<file path="src/design/aacr_pkg.sv">
// Contract
// - Read-only 9-bit silicon revision register returns a fixed code.
// - Device identity register returns one of two codes per chip-select level.
// - Read-only 9-bit custom identity register returns a fixed code.
// - Table-select bit picks level target range, low or high table.
// - Training uses absolute peak when clear, peak-to-peak when set.
// - Noise gate uses peak-to-peak when clear, absolute peak when set.
// - Left and right level-control gains read back as 6-bit fields.
// - Fast gain decrement above 87.5% runs while its disable bit is clear.
// - Peak hold keeps the stored peak until a clear is written.
// - Writing one to peak clear while holding zeroes the stored peak.
// - Two test bits pick converter capture edge and converter clock phase.
// - Swap bit reverses microphone to channel mapping when set.
// - Separate bits enable the right and left digital microphones.
// - Link bit, set at reset, shares one gain between both channels.
// - Equalizer bit, set at reset, enables equalizer; clear bypasses it.
// - Alignment delay on sinc outputs unless the bypass bit is set.
// - Force bit selects four-wire control port regardless of mode pin.
// - Flush bit clears filter memory whenever a clocking error occurs.
// - Address follows chip-select per transaction, or its level at reset.
// - Notch output waits for settling unless the bypass bit is set.
// - Lock-bypass bit forces the lock indication high.
package aacr_pkg;

	// Register offsets (7-bit control-port addresses)
	localparam logic [6:0] OFS_SI_REV  = 7'h5E;
	localparam logic [6:0] OFS_DEV_ID  = 7'h5F;
	localparam logic [6:0] OFS_CUST_ID = 7'h60;
	localparam logic [6:0] OFS_LVL_OPT = 7'h66;
	localparam logic [6:0] OFS_PK_HOLD = 7'h67;
	localparam logic [6:0] OFS_CNV_EQ  = 7'h68;
	localparam logic [6:0] OFS_PORT    = 7'h69;
	localparam logic [6:0] OFS_TIEOFF  = 7'h6A;

	// Writable bit masks; other bits read zero, except the gain status in bits 5:0 of OFS_LVL_OPT and OFS_PK_HOLD
	localparam logic [8:0] MASK_LVL_OPT = 9'h1C0;
	localparam logic [8:0] MASK_PK_HOLD = 9'h140;
	localparam logic [8:0] MASK_CNV_EQ  = 9'h1FF;
	localparam logic [8:0] MASK_PORT    = 9'h13A;
	localparam logic [8:0] MASK_TIEOFF  = 9'h100;

	// Reset values
	localparam logic [8:0] RST_LVL_OPT = 9'h000;
	localparam logic [8:0] RST_PK_HOLD = 9'h000;
	localparam logic [8:0] RST_CNV_EQ  = 9'h006;
	localparam logic [8:0] RST_PORT    = 9'h000;
	localparam logic [8:0] RST_TIEOFF  = 9'h000;

	// Field positions
	localparam int BIT_TABLE_SEL   = 8;
	localparam int BIT_TRAIN_SRC   = 7;
	localparam int BIT_GATE_SRC    = 6;
	localparam int BIT_FAST_DIS    = 8;
	localparam int BIT_PEAK_CLEAR  = 7;
	localparam int BIT_PEAK_HOLD   = 6;
	localparam int BIT_CAPT_EDGE   = 8;
	localparam int BIT_CLK_PHASE   = 7;
	localparam int BIT_MIC_SWAP    = 6;
	localparam int BIT_DMIC_R      = 5;
	localparam int BIT_DMIC_L      = 4;
	localparam int BIT_DMIC_SLEW   = 3;
	localparam int BIT_LINK        = 2;
	localparam int BIT_EQ_EN       = 1;
	localparam int BIT_ALIGN_BYP   = 0;
	localparam int BIT_FORCE_4W    = 8;
	localparam int BIT_FLUSH       = 5;
	localparam int BIT_ADDR_LATCH  = 4;
	localparam int BIT_NOTCH_BYP   = 3;
	localparam int BIT_LOCK_FORCE  = 1;
	localparam int BIT_MIDRAIL     = 8;

	// Serial frame: address, read flag, data
	localparam int ADDR_BITS  = 7;
	localparam int DATA_BITS  = 9;
	localparam int FRAME_BITS = 17;
	localparam logic [4:0] CNT_HDR  = 5'h08;
	localparam logic [4:0] CNT_LAST = 5'h10;
	localparam logic [4:0] CNT_FULL = 5'h11;

	// Decoded control outputs
	typedef struct packed {
		logic       target_range_select;
		logic       training_peak_source;
		logic       gate_peak_source;
		logic       fast_decrement_disable;
		logic       peak_hold;
		logic [1:0] converter_capture_phase;
		logic       mic_channel_swap;
		logic       right_dmic_enable;
		logic       left_dmic_enable;
		logic       dmic_fast_slew;
		logic       level_ctl_link;
		logic       equalizer_enable;
		logic       sinc_align_bypass;
		logic       force_four_wire;
		logic       flush_on_error;
		logic       address_latch_mode;
		logic       notch_settle_bypass;
		logic       lock_force_high;
		logic       midrail_manual_control;
	} aacr_ctl_t;

	// Frame phases
	typedef enum logic [1:0] {
		ST_IDLE = 2'b00,
		ST_HDR  = 2'b01,
		ST_DATA = 2'b10
	} aacr_state_t;

endpackage : aacr_pkg

</file>
<file path="src/design/aacr_regs.sv">
`timescale 1ns/100ps
module aacr_regs #(
	parameter logic [8:0] SI_REV_CODE   = 9'h0A5, // Arbitrary value
	parameter logic [8:0] DEV_ID_CS_LOW = 9'h0C1, // Arbitrary value
	parameter logic [8:0] DEV_ID_CS_HI  = 9'h0C2, // Arbitrary value
	parameter logic [8:0] CUST_ID_CODE  = 9'h0D7  // Arbitrary value
) (
	input  wire logic                clk_sys_i,
	input  wire logic                rst_n_i,
	input  wire logic                ctl_sclk_i,
	input  wire logic                ctl_sel_n_i,
	input  wire logic                ctl_sdi_i,
	output logic                     ctl_sdo_o,
	output logic                     ctl_sdo_oe_o,
	input  wire logic                chip_select_pin_i,
	input  wire logic [5:0]          left_gain_status_i,
	input  wire logic [5:0]          right_gain_status_i,
	input  wire logic [8:0]          abs_peak_i,
	input  wire logic [8:0]          p2p_peak_i,
	input  wire logic                over_limit_i,
	input  wire logic                clock_error_i,
	input  wire logic                notch_enable_i,
	input  wire logic                notch_settled_i,
	input  wire logic                pll_lock_raw_i,
	output aacr_pkg::aacr_ctl_t      ctl_o,
	output logic [8:0]               training_peak_o,
	output logic [8:0]               gate_peak_o,
	output logic [8:0]               peak_value_o,
	output logic                     fast_dec_o,
	output logic                     filter_flush_o,
	output logic                     notch_out_valid_o,
	output logic                     pll_lock_o,
	output logic                     address_select_o
);

	// Three-stage synchronisers for pins from outside the domain
	logic [2:0] sclk_s_r, sel_s_r, sdi_s_r, cs_s_r, lock_s_r;
	logic       sclk_f_r, sel_f_r, sdi_f_r, cs_f_r, lock_f_r;
	logic       sclk_f_nxt, sel_f_nxt, sdi_f_nxt, cs_f_nxt, lock_f_nxt;

	always_comb
	begin
		// A level counts once stages two and three agree
		sclk_f_nxt = (sclk_s_r[1] == sclk_s_r[2]) ? sclk_s_r[2] : sclk_f_r;
		sel_f_nxt  = (sel_s_r[1] == sel_s_r[2]) ? sel_s_r[2] : sel_f_r;
		sdi_f_nxt  = (sdi_s_r[1] == sdi_s_r[2]) ? sdi_s_r[2] : sdi_f_r;
		cs_f_nxt   = (cs_s_r[1] == cs_s_r[2]) ? cs_s_r[2] : cs_f_r;
		lock_f_nxt = (lock_s_r[1] == lock_s_r[2]) ? lock_s_r[2] : lock_f_r;
	end

	always_ff @(posedge clk_sys_i or negedge rst_n_i)
	begin
		if (!rst_n_i)
		begin
			sclk_s_r <= 3'h0;
			sel_s_r  <= 3'h7;
			sdi_s_r  <= 3'h0;
			cs_s_r   <= 3'h0;
			lock_s_r <= 3'h0;
			sclk_f_r <= 1'b0;
			sel_f_r  <= 1'b1;
			sdi_f_r  <= 1'b0;
			cs_f_r   <= 1'b0;
			lock_f_r <= 1'b0;
		end
		else
		begin
			sclk_s_r <= {sclk_s_r[1:0], ctl_sclk_i};
			sel_s_r  <= {sel_s_r[1:0], ctl_sel_n_i};
			sdi_s_r  <= {sdi_s_r[1:0], ctl_sdi_i};
			cs_s_r   <= {cs_s_r[1:0], chip_select_pin_i};
			lock_s_r <= {lock_s_r[1:0], pll_lock_raw_i};
			sclk_f_r <= sclk_f_nxt;
			sel_f_r  <= sel_f_nxt;
			sdi_f_r  <= sdi_f_nxt;
			cs_f_r   <= cs_f_nxt;
			lock_f_r <= lock_f_nxt;
		end
	end

	// Edge events on the filtered link levels
	logic sclk_rise, sclk_fall, frame_start, frame_end;
	assign sclk_rise   = sclk_f_nxt & ~sclk_f_r;
	assign sclk_fall   = ~sclk_f_nxt & sclk_f_r;
	assign frame_start = ~sel_f_nxt & sel_f_r;
	assign frame_end   = sel_f_nxt & ~sel_f_r;

	// Register storage
	logic [8:0] lvl_r, pk_r, cnv_r, port_r, tie_r;
	logic [8:0] lvl_nxt, pk_nxt, cnv_nxt, port_nxt, tie_nxt;
	logic       id_strap_r, id_strap_nxt;
	logic [3:0] strap_sh_r, strap_sh_nxt;
	logic       id_frame_r, id_frame_nxt;
	logic       id_level;

	// Frame engine state
	aacr_pkg::aacr_state_t st_r, st_nxt;
	logic [4:0]  cnt_r, cnt_nxt;
	logic [15:0] sh_r, sh_nxt;
	logic [6:0]  addr_r, addr_nxt;
	logic        rd_r, rd_nxt;
	logic [8:0]  out_r, out_nxt;
	logic        oe_r, oe_nxt;
	logic        wr_fire;
	logic [8:0]  wr_data;
	logic        clr_pulse;

	// Read word for an address; undefined bits and addresses give zero
	function automatic logic [8:0] rd_word(input logic [6:0] a);
		logic [8:0] w;
		w = 9'h000;
		case (a)
			aacr_pkg::OFS_SI_REV:  w = SI_REV_CODE;
			aacr_pkg::OFS_DEV_ID:  w = id_level ? DEV_ID_CS_HI : DEV_ID_CS_LOW;
			aacr_pkg::OFS_CUST_ID: w = CUST_ID_CODE;
			aacr_pkg::OFS_LVL_OPT: w = lvl_r | {3'h0, left_gain_status_i};
			aacr_pkg::OFS_PK_HOLD: w = pk_r | {3'h0, right_gain_status_i};
			aacr_pkg::OFS_CNV_EQ:  w = cnv_r;
			aacr_pkg::OFS_PORT:    w = port_r;
			aacr_pkg::OFS_TIEOFF:  w = tie_r;
			default:               w = 9'h000;
		endcase
		return w;
	endfunction : rd_word

	// Serial frame: seven address bits, read flag, nine data bits, MSB first
	always_comb
	begin
		st_nxt   = st_r;
		cnt_nxt  = cnt_r;
		sh_nxt   = sh_r;
		addr_nxt = addr_r;
		rd_nxt   = rd_r;
		out_nxt  = out_r;
		oe_nxt   = oe_r;
		wr_fire  = 1'b0;
		wr_data  = {sh_r[7:0], sdi_f_r};
		case (st_r)
			aacr_pkg::ST_IDLE:
			begin
				oe_nxt = 1'b0;
				if (frame_start)
				begin
					st_nxt  = aacr_pkg::ST_HDR;
					cnt_nxt = 5'h00;
				end
			end
			aacr_pkg::ST_HDR:
			begin
				if (sclk_rise)
				begin
					sh_nxt  = {sh_r[14:0], sdi_f_r};
					cnt_nxt = cnt_r + 5'h01;
					if (cnt_r == aacr_pkg::CNT_HDR - 5'h01)
					begin
						addr_nxt = sh_r[6:0];
						rd_nxt   = sdi_f_r;
						st_nxt   = aacr_pkg::ST_DATA;
					end
				end
			end
			aacr_pkg::ST_DATA:
			begin
				if (sclk_rise && cnt_r != aacr_pkg::CNT_FULL)
				begin
					sh_nxt  = {sh_r[14:0], sdi_f_r};
					cnt_nxt = cnt_r + 5'h01;
					// Last data bit completes a write
					wr_fire = ~rd_r && (cnt_r == aacr_pkg::CNT_LAST);
				end
				// Read data launched on falling edges, sampled on rising
				if (sclk_fall && rd_r)
				begin
					if (cnt_r == aacr_pkg::CNT_HDR)
					begin
						out_nxt = rd_word(addr_r);
						oe_nxt  = 1'b1;
					end
					else if (cnt_r > aacr_pkg::CNT_HDR)
						out_nxt = {out_r[7:0], 1'b0};
				end
			end
			default:
				st_nxt = aacr_pkg::ST_IDLE;
		endcase
		// Deselect aborts any frame; a partial write is dropped
		if (frame_end)
		begin
			st_nxt = aacr_pkg::ST_IDLE;
			oe_nxt = 1'b0;
		end
	end

	always_ff @(posedge clk_sys_i or negedge rst_n_i)
	begin
		if (!rst_n_i)
		begin
			st_r   <= aacr_pkg::ST_IDLE;
			cnt_r  <= 5'h00;
			sh_r   <= 16'h0000;
			addr_r <= 7'h00;
			rd_r   <= 1'b0;
			out_r  <= 9'h000;
			oe_r   <= 1'b0;
		end
		else
		begin
			st_r   <= st_nxt;
			cnt_r  <= cnt_nxt;
			sh_r   <= sh_nxt;
			addr_r <= addr_nxt;
			rd_r   <= rd_nxt;
			out_r  <= out_nxt;
			oe_r   <= oe_nxt;
		end
	end

	assign ctl_sdo_o    = out_r[8];
	assign ctl_sdo_oe_o = oe_r;

	// Register writes; masks keep undefined bits at zero
	always_comb
	begin
		lvl_nxt   = lvl_r;
		pk_nxt    = pk_r;
		cnv_nxt   = cnv_r;
		port_nxt  = port_r;
		tie_nxt   = tie_r;
		clr_pulse = 1'b0;
		if (wr_fire)
		begin
			case (addr_r)
				aacr_pkg::OFS_LVL_OPT: lvl_nxt = wr_data & aacr_pkg::MASK_LVL_OPT;
				aacr_pkg::OFS_PK_HOLD:
				begin
					pk_nxt = wr_data & aacr_pkg::MASK_PK_HOLD;
					// Clear bit is a strobe, never stored
					clr_pulse = wr_data[aacr_pkg::BIT_PEAK_CLEAR];
				end
				aacr_pkg::OFS_CNV_EQ:  cnv_nxt  = wr_data & aacr_pkg::MASK_CNV_EQ;
				aacr_pkg::OFS_PORT:    port_nxt = wr_data & aacr_pkg::MASK_PORT;
				aacr_pkg::OFS_TIEOFF:  tie_nxt  = wr_data & aacr_pkg::MASK_TIEOFF;
				default:               lvl_nxt  = lvl_r;
			endcase
		end
	end

	always_ff @(posedge clk_sys_i or negedge rst_n_i)
	begin
		if (!rst_n_i)
		begin
			lvl_r  <= aacr_pkg::RST_LVL_OPT;
			pk_r   <= aacr_pkg::RST_PK_HOLD;
			cnv_r  <= aacr_pkg::RST_CNV_EQ;
			port_r <= aacr_pkg::RST_PORT;
			tie_r  <= aacr_pkg::RST_TIEOFF;
		end
		else
		begin
			lvl_r  <= lvl_nxt;
			pk_r   <= pk_nxt;
			cnv_r  <= cnv_nxt;
			port_r <= port_nxt;
			tie_r  <= tie_nxt;
		end
	end

	// Chip-select level: strap caught once after reset, or per frame
	always_comb
	begin
		// Strap waits four edges so it sees the pin, not the synchroniser's reset value
		strap_sh_nxt = {strap_sh_r[2:0], 1'b1};
		id_strap_nxt = strap_sh_r[3] ? id_strap_r : cs_f_nxt;
		id_frame_nxt = frame_start ? cs_f_r : id_frame_r;
	end

	always_ff @(posedge clk_sys_i or negedge rst_n_i)
	begin
		if (!rst_n_i)
		begin
			strap_sh_r   <= 4'h0;
			id_strap_r   <= 1'b0;
			id_frame_r   <= 1'b0;
		end
		else
		begin
			strap_sh_r   <= strap_sh_nxt;
			id_strap_r   <= id_strap_nxt;
			id_frame_r   <= id_frame_nxt;
		end
	end

	assign id_level         = ctl_o.address_latch_mode ? id_strap_r : id_frame_r;
	assign address_select_o = id_level;

	// Control fields out of the register words
	always_comb
	begin
		ctl_o.target_range_select     = lvl_r[aacr_pkg::BIT_TABLE_SEL];
		ctl_o.training_peak_source    = lvl_r[aacr_pkg::BIT_TRAIN_SRC];
		ctl_o.gate_peak_source        = lvl_r[aacr_pkg::BIT_GATE_SRC];
		ctl_o.fast_decrement_disable  = pk_r[aacr_pkg::BIT_FAST_DIS];
		ctl_o.peak_hold               = pk_r[aacr_pkg::BIT_PEAK_HOLD];
		ctl_o.converter_capture_phase = {cnv_r[aacr_pkg::BIT_CAPT_EDGE],
		                                 cnv_r[aacr_pkg::BIT_CLK_PHASE]};
		ctl_o.mic_channel_swap        = cnv_r[aacr_pkg::BIT_MIC_SWAP];
		ctl_o.right_dmic_enable       = cnv_r[aacr_pkg::BIT_DMIC_R];
		ctl_o.left_dmic_enable        = cnv_r[aacr_pkg::BIT_DMIC_L];
		ctl_o.dmic_fast_slew          = cnv_r[aacr_pkg::BIT_DMIC_SLEW];
		ctl_o.level_ctl_link          = cnv_r[aacr_pkg::BIT_LINK];
		ctl_o.equalizer_enable        = cnv_r[aacr_pkg::BIT_EQ_EN];
		ctl_o.sinc_align_bypass       = cnv_r[aacr_pkg::BIT_ALIGN_BYP];
		ctl_o.force_four_wire         = port_r[aacr_pkg::BIT_FORCE_4W];
		ctl_o.flush_on_error          = port_r[aacr_pkg::BIT_FLUSH];
		ctl_o.address_latch_mode      = port_r[aacr_pkg::BIT_ADDR_LATCH];
		ctl_o.notch_settle_bypass     = port_r[aacr_pkg::BIT_NOTCH_BYP];
		ctl_o.lock_force_high         = port_r[aacr_pkg::BIT_LOCK_FORCE];
		ctl_o.midrail_manual_control  = tie_r[aacr_pkg::BIT_MIDRAIL];
	end

	// Peak selection and the stored peak
	logic [8:0] train_nxt, gate_nxt, peak_r, peak_nxt;
	logic [8:0] train_r, gate_r;

	always_comb
	begin
		train_nxt = ctl_o.training_peak_source ? p2p_peak_i : abs_peak_i;
		gate_nxt  = ctl_o.gate_peak_source ? abs_peak_i : p2p_peak_i;
		// Hold keeps the largest peak seen; clear only acts while holding
		if (ctl_o.peak_hold && clr_pulse)
			peak_nxt = 9'h000;
		else if (ctl_o.peak_hold)
			peak_nxt = (train_nxt > peak_r) ? train_nxt : peak_r;
		else
			peak_nxt = train_nxt;
	end

	always_ff @(posedge clk_sys_i or negedge rst_n_i)
	begin
		if (!rst_n_i)
		begin
			train_r <= 9'h000;
			gate_r  <= 9'h000;
			peak_r  <= 9'h000;
		end
		else
		begin
			train_r <= train_nxt;
			gate_r  <= gate_nxt;
			peak_r  <= peak_nxt;
		end
	end

	assign training_peak_o = train_r;
	assign gate_peak_o     = gate_r;
	assign peak_value_o    = peak_r;

	// Status qualifiers; handshake-like, left combinational
	assign fast_dec_o        = over_limit_i & ~ctl_o.fast_decrement_disable;
	assign filter_flush_o    = clock_error_i & ctl_o.flush_on_error;
	assign notch_out_valid_o = notch_enable_i
	                           & (notch_settled_i | ctl_o.notch_settle_bypass);
	assign pll_lock_o        = lock_f_r | ctl_o.lock_force_high;
endmodule : aacr_regs

</file>
<file path="config.mk">
export PLATFORM = sky130hd
export DESIGN_NAME = aacr_regs
export DESIGN_NICKNAME = d
export VERILOG_FILES = /design/src/design/aacr_pkg.sv /design/src/design/aacr_regs.sv
export SDC_FILE = /design/constraint.sdc
export NUM_CORES = 1
export LEC_CHECK = 0
export BUFFER_PORTS_ARGS = -buffer_cell sky130_fd_sc_hd__buf_2
export CAP_MARGIN = 20
export CORE_ASPECT_RATIO = 1.1
export CORE_MARGIN = 5
export CORE_UTILIZATION = 40
export DETAILED_ROUTE_END_ITERATION = 8
export GPL_TIMING_DRIVEN = 0
export SETUP_SLACK_MARGIN = 0.3
export SLEW_MARGIN = 20
export SYNTH_ARGS = -nofsm -noshare
export SYNTH_HDL_FRONTEND = slang
export SYNTH_SLANG_ARGS = --single-unit
</file>
<file path="constraint.sdc">
create_clock -name clk_sys_i -period 6.35 [get_ports clk_sys_i]
set_clock_uncertainty 0.05 [all_clocks]
set_input_delay 0.635 -clock clk_sys_i [delete_from_list [all_inputs] [get_ports clk_sys_i]]
set_output_delay 0.635 -clock clk_sys_i [all_outputs]
set_load 0.05 [all_outputs]
</file>
==> flow_metrics.py, run 1 <==
metrics = {
    "timing": {
        "final-hold-violation-count": 0,
        "period_minus_slack_ps": 3660,
        "setup_violations": 0,
        "max-slew-margin-rel_pct": 40.5,
        "max_freq_ghz": 0.273,
        "slew_viol_final": 0,
        "setup-tns-final_ps": 0,
        "rsz0062_at_grt": "false",
        "tightest_slew_ps": 885,
        "min_period_over_period_pct": 57.7,
    },
    "synth": {
        "synth_area_per_cell_um2": 11.9,
        "ys_ff_latch": 106,
        "synthSimpleGateAreaFrac_pct": 10.9,
        "ys_types": 60,
        "netlist_area_mm2": 0.00483,
        "synth_largest_area_cell": "dfrtp_1",
        "synth_mux_area_share_pct": 13.5,
        "synth_compound_area_share_pct": 11.1,
        "synth_nets": 465,
        "synth_ff_type": "dfrtp_1",
        "synth_top_area_share_pct": 51.8,
        "synth_xor_area_share_pct": 0,
        "yosysMostFrequentCell": "dfrtp_1",
        "yosysSeqAreaShare_pct": 55.1,
        "yosysWarnings": 0,
        "netlist_top_cells_count": "dfrtp_1, mux2_2, inv_1, nand2_1, ha_1",
        "synth_top_family_by_area": "multiplexers",
        "synthTopCellsByArea": "dfrtp_1, mux2_2, ha_1, dfstp_2, inv_1",
        "synthAdderAreaFrac_pct": 5.49,
        "synth_edf_count": 0,
        "synth_cells": 406,
        "async_flop_share_pct": 100,
    },
    "worst_setup_path": {
        "cp_slowest_cell": "clkbuf_1",
        "critPathLaunch": "lvl_r[7]",
        "cp.required_ps": 6500,
        "r2r-start": "lvl_r[7]",
        "worstSetupPathType": "flip-flop to flip-flop",
        "cp_slowest_stage_delay_ps": 630,
        "cp-end-kind": "flip-flop",
        "path_max_fanout": 10,
        "critPathLaunchType": "flip-flop",
        "arrival_ps": 3810,
        "critical_path_buf_inv_count": 3,
        "cp_common_cell": "clkbuf_1",
        "cpLargestDelayFamily": "compound AO/OA/AOI/OAI gates",
        "crit_chain": "clkbuf_1 > mux2i_1 > inv_1 > ha_1 > a211o_1 > a2111oi_0 > o31a_1 > clkbuf_1 > o22ai_1",
    },
    "floorplan": {
        "die_area_mm2": 0.0144,
        "core_mm2": 0.0119,
        "start_util_pct": 40.5,
        "std_cell_rows": 42,
        "io_pins": 95,
        "die_w_um": 115,
        "die_h_um": 125,
    },
    "clock_tree": {
        "clkLatencyLatePin_ps": 350,
        "cts_sinks": 106,
        "htree_levels": 3,
        "holdBufCountCts": 0,
        "cts_setup_buffers": 0,
        "clkTransAtPathRegs_ps": 80,
        "cts-root-buf": "clkbuf_16",
        "cts_buffer_depth": 2,
        "cts-resized-gates": 0,
        "numCtsBuffers": 9,
        "cts_tree": "done",
    },
    "placement": {
        "gp_congestion": 0.882,
        "hpwl_um": 8620,
        "port_buffers": 94,
    },
    "detailed_routing": {
        "num_vias": 3538,
        "route.detailed.drc": 0,
        "drt_iter0_drc": 201,
        "via_per_inst": 5.27,
        "wl_per_cell_um": 17.1,
        "totalWireLength_um": 11500,
        "drt-pass1-iter-count": 4,
        "ant_nets": 0,
    },
    "run": {
        "drv_cap": 0,
    },
    "power": {
        "p_leak_uw": 0.00277,
        "peakVddDrop_mv": 0.156,
        "p_per_area_mw_per_mm2": 275,
        "finalPower_uw": 1600,
    },
    "global_routing": {
        "grt_max_degree": 73,
        "grt_pass1_wl_um": 19300,
        "antenna_found_initial": 0,
        "grt_use_total_pct": 16.9,
        "grt.overflow.total": 0,
        "grt_pass1_vias": 3782,
    },
    "final_layout": {
        "areaGrowthSynthToFinish_pct": 20.6,
        "antenna_cells": 0,
        "nNetsFinal": 571,
        "fillerInstances": 1084,
        "final_layout_size_suffix_gt1_share_pct": 33.8,
    },
    "hold_path": {
        "hold_class": "input pin to asynchronous set/reset pin",
    },
    "status": {
        "status": "finished, final reports clean",
    },
}
[worst reg2reg max path: stages, from the launching register on]
cell and delay (ps):
dfrtp_1 400, clkbuf_1 630, mux2i_1 350, inv_1 100
ha_1 320, a211o_1 290, a2111oi_0 620, o31a_1 230
clkbuf_1 370, o22ai_1 170
[layer usage]
| metal | part of all wire [%] | GRT usage (%) | up-vias | wire [µm] |
|---|---|---|---|---|
| li1 | - | - | 1673 | - |
| met1 | 44 | 22.7 | 1753 | 5050 |
| met2 | 48 | 26.8 | 95 | 5570 |
| met3 | 5.6 | 4.01 | 17 | 649 |
| met4 | 2.0 | 5.80 | 0 | 230 |
| met5 | 0 | 0 | - | 0 |
[cells in the final DEF, fill, tap and decap left out, types with 3 or more instances in the layout]
master	instances
dfrtp_1	100
dfstp_2	6
a221oi_1	8
clkinv_4	3
nor3b_1	3
o21ai_0	14
clkbuf_1	11
a32o_1	3
nand3_1	10
a21oi_1	15
nor2b_1	5
buf_6	3
inv_1	29
a2bb2oi_1	3
o22ai_1	10
o21a_1	4
maj3_1	4
or2_2	3
mux2_2	49
nor2_1	12
ha_1	18
nand2_1	27
mux2i_1	10
nor3_1	6
and3_1	6
buf_2	95
nand3b_1	4
clkbuf_16	9
[flip-flops by register name, indices dropped and copies added (netlist names), 3 cells and up]
register         cells
addr_r               7
cnt_r                5
cnv_r                9
cs_s_r               3
gate_peak_o          9
lock_s_r             3
lvl_r                3
out_r                9
peak_value_o         9
port_r               5
sclk_s_r             3
sdi_s_r              3
sel_s_r              3
sh_r                 8
strap_sh_r           4
training_peak_o      9
[power breakdown]
part / total (µW) / switching, µW / internal [µW] / leakage [µW]
registers: 768 / 43.4 / 724 / 0.00132
logic: 284 / 168 / 116 / 0.00131
clock network: 551 / 273 / 277 / 0.000145
total: 1600 / 485 / 1120 / 0.00277
[cell families after synthesis]
group | after synthesis
buf+inv | 45
mux | 59
other cells | 1
flops | 106
fa+ha+maj | 22
simple gates | 96
compound gates | 77
[final cells by class]
cell class                      instances  area (µm²)  share of cell area, %
Timing Repair Buffer                   95         504                   8.66
Clock inverter                          7        71.3                   1.23
Clock buffer                            9         225                   3.87
Buffer                                 15        73.8                   1.27
Multi-Input combinational cell        255        1980                   34.0
Tap cell                              154         193                   3.31
Inverter                               30         113                   1.93
Sequential cell                       106        2660                   45.7
[worst paths after layout]
path	slack, ps	depth (start not counted)	end
min	120	1	tie_r[8]
min in group clk_sys_i	300	0	sdi_s_r[1]
max	2690	9	peak_value_o[0]
max in group asynchronous	5430	2	cnv_r[2]
max reg2reg	2690	9	peak_value_o[0]
min reg2reg	300	0	sdi_s_r[1]
[stage by stage]
step	cells	cell area [µm²]	setup WS [ps]	util, %	hold WS (ps)
4_1_cts	671	5820	2710	48.8	133
6_report	671	5820	2690	48.8	122
3_3_place_gp	654	5490	2870	46.0	282
3_5_place_dp	655	5530	2740	46.3	285
5_1_grt	671	5820	2570	48.8	147
2_1_floorplan	406	4830	3160	-	281
No activity file was read; power rests on OpenSTA's default activity.
==> inputs of run 2 (changes only) <==
- ABC_AREA: default -> 1
- clock period: 6.35 -> 2.9 ns (I/O delays scaled with it)
==> flow_metrics.py, run 2 <==
metrics = {
    "status": {
        "status": "finished, final reports clean",
    },
    "power": {
        "p_leak_uw": 0.00314,
        "peakVddDrop_mv": 0.250,
        "p_per_area_mw_per_mm2": 559,
    },
    "clock_tree": {
        "cts-root-buf": "clkbuf_16",
        "clkLatencyLatePin_ps": 340,
        "numCtsBuffers": 9,
        "cts_tree": "done",
        "cts_setup_buffers": 0,
        "htree_levels": 3,
        "clkTransAtPathRegs_ps": 70,
        "cts_buffer_depth": 2,
        "cts_sinks": 106,
    },
    "detailed_routing": {
        "via_per_inst": 4.86,
        "ant_nets": 0,
        "wl_met2_um": 5990,
        "top_layer": "met4",
        "drt-pass1-iter-count": 5,
        "wl_met3_um": 457,
        "num_vias": 4138,
        "wl_met1_um": 5410,
        "drt_iter0_drc": 219,
        "route.detailed.drc": 0,
        "wl_per_cell_um": 14.2,
        "totalWireLength_um": 12100,
    },
    "synth": {
        "yosysWarnings": 0,
        "synthAdderAreaFrac_pct": 5.14,
        "yosysMostFrequentCell": "nand2_1",
        "netlist_area_mm2": 0.00496,
        "synth_ff_type": "dfrtp_1",
        "yosysSeqAreaShare_pct": 53.6,
        "synth_top_family_by_area": "simple AND/OR/NAND/NOR gates",
        "synth_edf_count": 0,
        "async_flop_share_pct": 100,
        "ys_types": 36,
        "synth_largest_area_cell": "dfrtp_1",
        "synth_xor_area_share_pct": 0.353,
        "netlist_top_cells_count": "nand2_1, dfrtp_1, inv_1, nor2_1, o21ai_0",
        "synth_cells": 581,
        "synth_nets": 640,
        "synth_area_per_cell_um2": 8.54,
        "synthTopCellsByArea": "dfrtp_1, nand2_1, inv_1, ha_1, o21ai_0",
        "synth_compound_area_share_pct": 9.76,
        "synth_mux_area_share_pct": 0.429,
        "ys_ff_latch": 106,
        "synthSimpleGateAreaFrac_pct": 24.0,
        "synth_top_area_share_pct": 50.4,
    },
    "worst_setup_path": {
        "cp-end-kind": "flip-flop",
        "cp.required_ps": 3090,
        "path_max_fanout": 10,
        "worstSetupPathType": "flip-flop to flip-flop",
        "critPathLaunchType": "flip-flop",
        "arrival_ps": 2580,
    },
    "timing": {
        "min_period_over_period_pct": 82.4,
        "max-slew-margin-rel_pct": 60.9,
        "tightest_slew_ps": 580,
        "setup-tns-final_ps": 0,
        "max_freq_ghz": 0.419,
        "final-hold-violation-count": 0,
        "slew_viol_final": 0,
        "rsz0062_at_grt": "false",
        "holdWs_ps": 135,
        "setup_violations": 0,
        "period_minus_slack_ps": 2390,
    },
    "final_layout": {
        "layout_common_cells": "nand2_1, dfrtp_1, buf_2",
        "antenna_cells": 0,
        "final_common_cell": "nand2_1",
        "nNetsFinal": 752,
        "areaGrowthSynthToFinish_pct": 21.0,
        "final_layout_size_suffix_gt1_share_pct": 20.8,
    },
    "floorplan": {
        "start_util_pct": 41.1,
        "io_pins": 95,
        "std_cell_rows": 42,
        "die_h_um": 127,
        "die_w_um": 116,
        "die_area_mm2": 0.0147,
        "core_mm2": 0.0121,
    },
    "global_routing": {
        "grt.overflow.total": 0,
        "grt_use_total_pct": 17.2,
        "grt_pass1_wl_um": 20100,
        "antenna_found_initial": 0,
        "grt_pass1_vias": 4154,
        "grt_max_degree": 83,
    },
    "placement": {
        "port_buffers": 94,
        "gp_congestion": 0.840,
        "hpwl_um": 9290,
    },
    "run": {
        "drv_cap": 0,
    },
    "hold_path": {
        "hold_class": "input pin to flip-flop",
    },
}
==> run 2: power breakdown <==
part | internal [µW] | leakage, µW | switching, µW
clock | 615 | 0.000134 | 540
combinational | 172 | 0.00169 | 398
sequential | 1580 | 0.00131 | 59.4
total | 2360 | 0.00314 | 997
==> run 2: layout make-up <==
class                      instances  area, µm²
multi-input combinational        390       1970
clock inverter                     4       33.8
timing repair buffer             101        564
buffer                             8       43.8
tap                              154        193
fill                            1203       6080
clock buffer                      12        246
inverter                          77        289
sequential                       106       2660
==> run 2: final timing paths <==
kind / slack (ps) / from / to / depth (start not counted)
hold reg to reg: 300 / cs_s_r[0] / cs_s_r[1] / 0
setup / recovery: 510 / lvl_r[7] / peak_value_o[3] / 12
setup reg to reg: 510 / lvl_r[7] / peak_value_o[3] / 12
max in group asynchronous: 1820 / rst_n_i / cnv_r[2] / 3
hold / removal: 140 / abs_peak_i[8] / gate_peak_o[8] / 3
min in group asynchronous: 320 / rst_n_i / cs_f_r / 2
==> run 2: what timing repair did <==
| action | in CTS | in global routing |
|---|---|---|
| hold buffers | 4 | 2 |
| resized for setup | 1 | 3 |
| setup endpoints to repair | 4 | 9 |
| endpoints found under the hold margin | 25 | 2 |
==> run 2: metal layers <==
layer / GRT usage, % / vias up
met5: 0 / -
met2: 27.8 / 76
met1: 23.0 / 1973
li1: - / 2072
met4: 6.83 / 0
met3: 2.91 / 17
==> run 2: cell families (layout without fill, tap and decap cells) <==
family / count (synthesis) / after routing
and+or+nand+nor: 276 / 276
DFF: 106 / 106
AOI/OAI and AO/OA: 88 / 88
buffers and inverters: 85 / 202
adders and majority gates: 21 / 21
xor gates and xnor gates: 2 / 2
muxes: 2 / 2
other: 1 / 1
==> run 2: through the flow <==
step,area [µm²],setup slack (ps),utilization (%),std cells,power [µW]
after CTS,5980,374,49.5,850,3390
after global routing,6000,290,49.7,852,3540
after global placement,5630,333,46.6,829,2210
after floorplan,4960,426,-,581,2040
final,6000,511,49.7,852,3360
after detailed placement,5660,373,46.8,830,2230
==> run 2: worst max-delay path, stage by stage (launching register included) <==
cell      delay (ps)
dfrtp_1          350
clkbuf_1         370
nand2_1          100
o21ai_1          230
ha_1             320
a21oi_1          150
o21ai_0           90
nand2_1           60
nand3_1           80
nand2_2          210
nand2_4          140
nand2_1           90
nand2_1           50
==> inputs of run 3 (changes only) <==
- ABC_AREA: 1 -> 0
- clock period: 2.9 -> 2.25 ns (I/O delays scaled with it)
==> flow_metrics.py, run 3 (same netlist as run 1, synthesis figures left out) <==
metrics = {
    "worst_setup_path": {
        "cp_slowest_cell": "dfrtp_2",
        "critPathLaunch": "lvl_r[7]",
        "worstSetupPathType": "flip-flop to flip-flop",
        "cpLargestDelayFamily": "compound AO/OA/AOI/OAI gates",
        "rr_endpoint": "peak_value_o[5]",
        "critical_path_buf_inv_count": 3,
        "cp-end-kind": "flip-flop",
        "crit_chain": "clkbuf_16 > mux2i_4 > inv_2 > ha_4 > a211o_1 > a2111oi_4 > buf_4 > o21bai_4 > o22ai_1",
        "arrival_ps": 2620,
        "rr_worst_depth": 9,
        "critPathLaunchType": "flip-flop",
        "cp.depth": 9,
        "cp.required_ps": 2460,
        "cp_slowest_stage_delay_ps": 390,
        "r2r-start": "lvl_r[7]",
        "path_max_fanout": 6,
        "r2r_slack_ps": -160,
    },
    "detailed_routing": {
        "wl_per_cell_um": 17.6,
        "num_vias": 3823,
        "drt_iter0_drc": 151,
        "ant_nets": 0,
        "route.detailed.drc": 0,
        "totalWireLength_um": 12700,
        "via_per_inst": 5.29,
        "drt-pass1-iter-count": 4,
    },
    "timing": {
        "period_minus_slack_ps": 2410,
        "holdWs_ps": 75.4,
        "min_period_over_period_pct": 107,
        "rsz0062_at_grt": "true",
        "max_freq_ghz": 0.416,
        "setup_violations": 15,
        "tightest_slew_ps": 604,
        "max-slew-margin-rel_pct": 59.7,
        "final-hold-violation-count": 0,
        "fin_ws_ps": -157,
        "slew_viol_final": 0,
    },
    "final_layout": {
        "antenna_cells": 0,
        "multi_input_area_mm2": 0.00257,
        "fillerInstances": 959,
        "final_common_cell": "dfrtp_1",
        "layout_common_cells": "dfrtp_1, buf_2, mux2_2",
        "areaGrowthSynthToFinish_pct": 44.4,
        "post-route-cell-area_mm2": 0.00697,
        "nNetsFinal": 623,
        "final_layout_size_suffix_gt1_share_pct": 51.8,
        "area.sequential_mm2": 0.00266,
    },
    "clock_tree": {
        "numCtsBuffers": 9,
        "cts_tree": "done",
        "cts_sinks": 106,
        "cts-root-buf": "clkbuf_16",
        "htree_levels": 3,
        "clkLatencyLatePin_ps": 350,
        "clkTransAtPathRegs_ps": 70,
        "cts_buffer_depth": 2,
    },
    "floorplan": {
        "io_pins": 95,
        "core_mm2": 0.0119,
        "die_w_um": 115,
        "die_area_mm2": 0.0144,
        "start_util_pct": 40.5,
        "die_h_um": 125,
        "std_cell_rows": 42,
    },
    "placement": {
        "hpwl_um": 8500,
        "port_buffers": 94,
        "gp_congestion": 0.856,
        "placed_area_mm2": 0.00566,
    },
    "hold_path": {
        "holdPathEnd": "gate_peak_o[0]",
        "holdCritStartpoint": "p2p_peak_i[0]",
        "hold_depth": 2,
        "hold_class": "input pin to flip-flop",
    },
    "power": {
        "clock_power_share_pct": 32.2,
        "netSwitchingPower_uw": 1550,
        "internal_power_uw": 3520,
        "comb_power_share_pct": 24.7,
        "p_per_area_mw_per_mm2": 728,
        "switching_share_pct": 30.6,
        "p_leak_uw": 0.00328,
        "power_frac_seq_pct": 43.1,
        "peakVddDrop_mv": 0.433,
    },
    "global_routing": {
        "antenna_found_initial": 0,
        "grt_pass1_wl_um": 20100,
        "grt_use_total_pct": 17.6,
        "grt_max_degree": 65,
        "grt_pass1_vias": 3964,
        "grt.overflow.total": 0,
    },
    "status": {
        "status": "finished with violations",
        "violations": "negative setup slack",
    },
    "run": {
        "drv_cap": 0,
    },
}
-- run 3: worst max path at each step --
stage | endpoint
finish | peak_value_o[5]
global route | peak_value_o[5]
detailed placement | out_r[3]
floorplan | peak_value_o[0]
CTS | peak_value_o[2]
global placement | lvl_r[7]
-- run 3: layer usage --
layer	track usage [%]	up-vias	wire, µm
li1	-	1783	-
met1	22.9	1927	5450
met2	29.5	92	6370
met3	4.20	21	612
met4	4.77	0	297
met5	0	-	0
-- run 3: what timing repair did --
item	4_1_cts	5_1_grt
pin swaps	16	25
buffers inserted	27	16
resized for setup	86	55
setup endpoints to repair	60	54
hold buffers	6	0
hold endpoints to repair	45	0
cloned	1	2
-- run 3: final cells by class --
cell class | count | area share [%]
Tap cell | 154 | 2.76
Clock buffer | 9 | 3.23
Buffer | 15 | 2.06
Timing Repair Buffer | 145 | 14.1
Inverter | 30 | 1.67
Clock inverter | 7 | 1.20
Multi-Input combinational cell | 257 | 36.8
Sequential cell | 106 | 38.2
-- run 3: power groups by stage --
stage / Clock [µW] / Sequential, µW / Combinational [µW]
after floorplan: 0 / 2260 / 517
after global placement: 0 / 2200 / 803
after detailed placement: 0 / 2210 / 836
after CTS: 1650 / 2180 / 1090
after global routing: 1750 / 2210 / 1350
final: 1630 / 2180 / 1250
-- run 3: per-stage QoR --
step	std cells	power, µW	TNS [ps]	setup slack [ps]	util (%)
6_report	723	5070	-1190	-157	58.4
5_1_grt	723	5310	-3350	-267	58.4
4_1_cts	705	4930	-1010	-118	55.3
3_5_place_dp	655	3050	-5410	-282	47.5
3_3_place_gp	654	3010	-30220	-448	47.2
2_1_floorplan	406	2770	-1240	-138	-
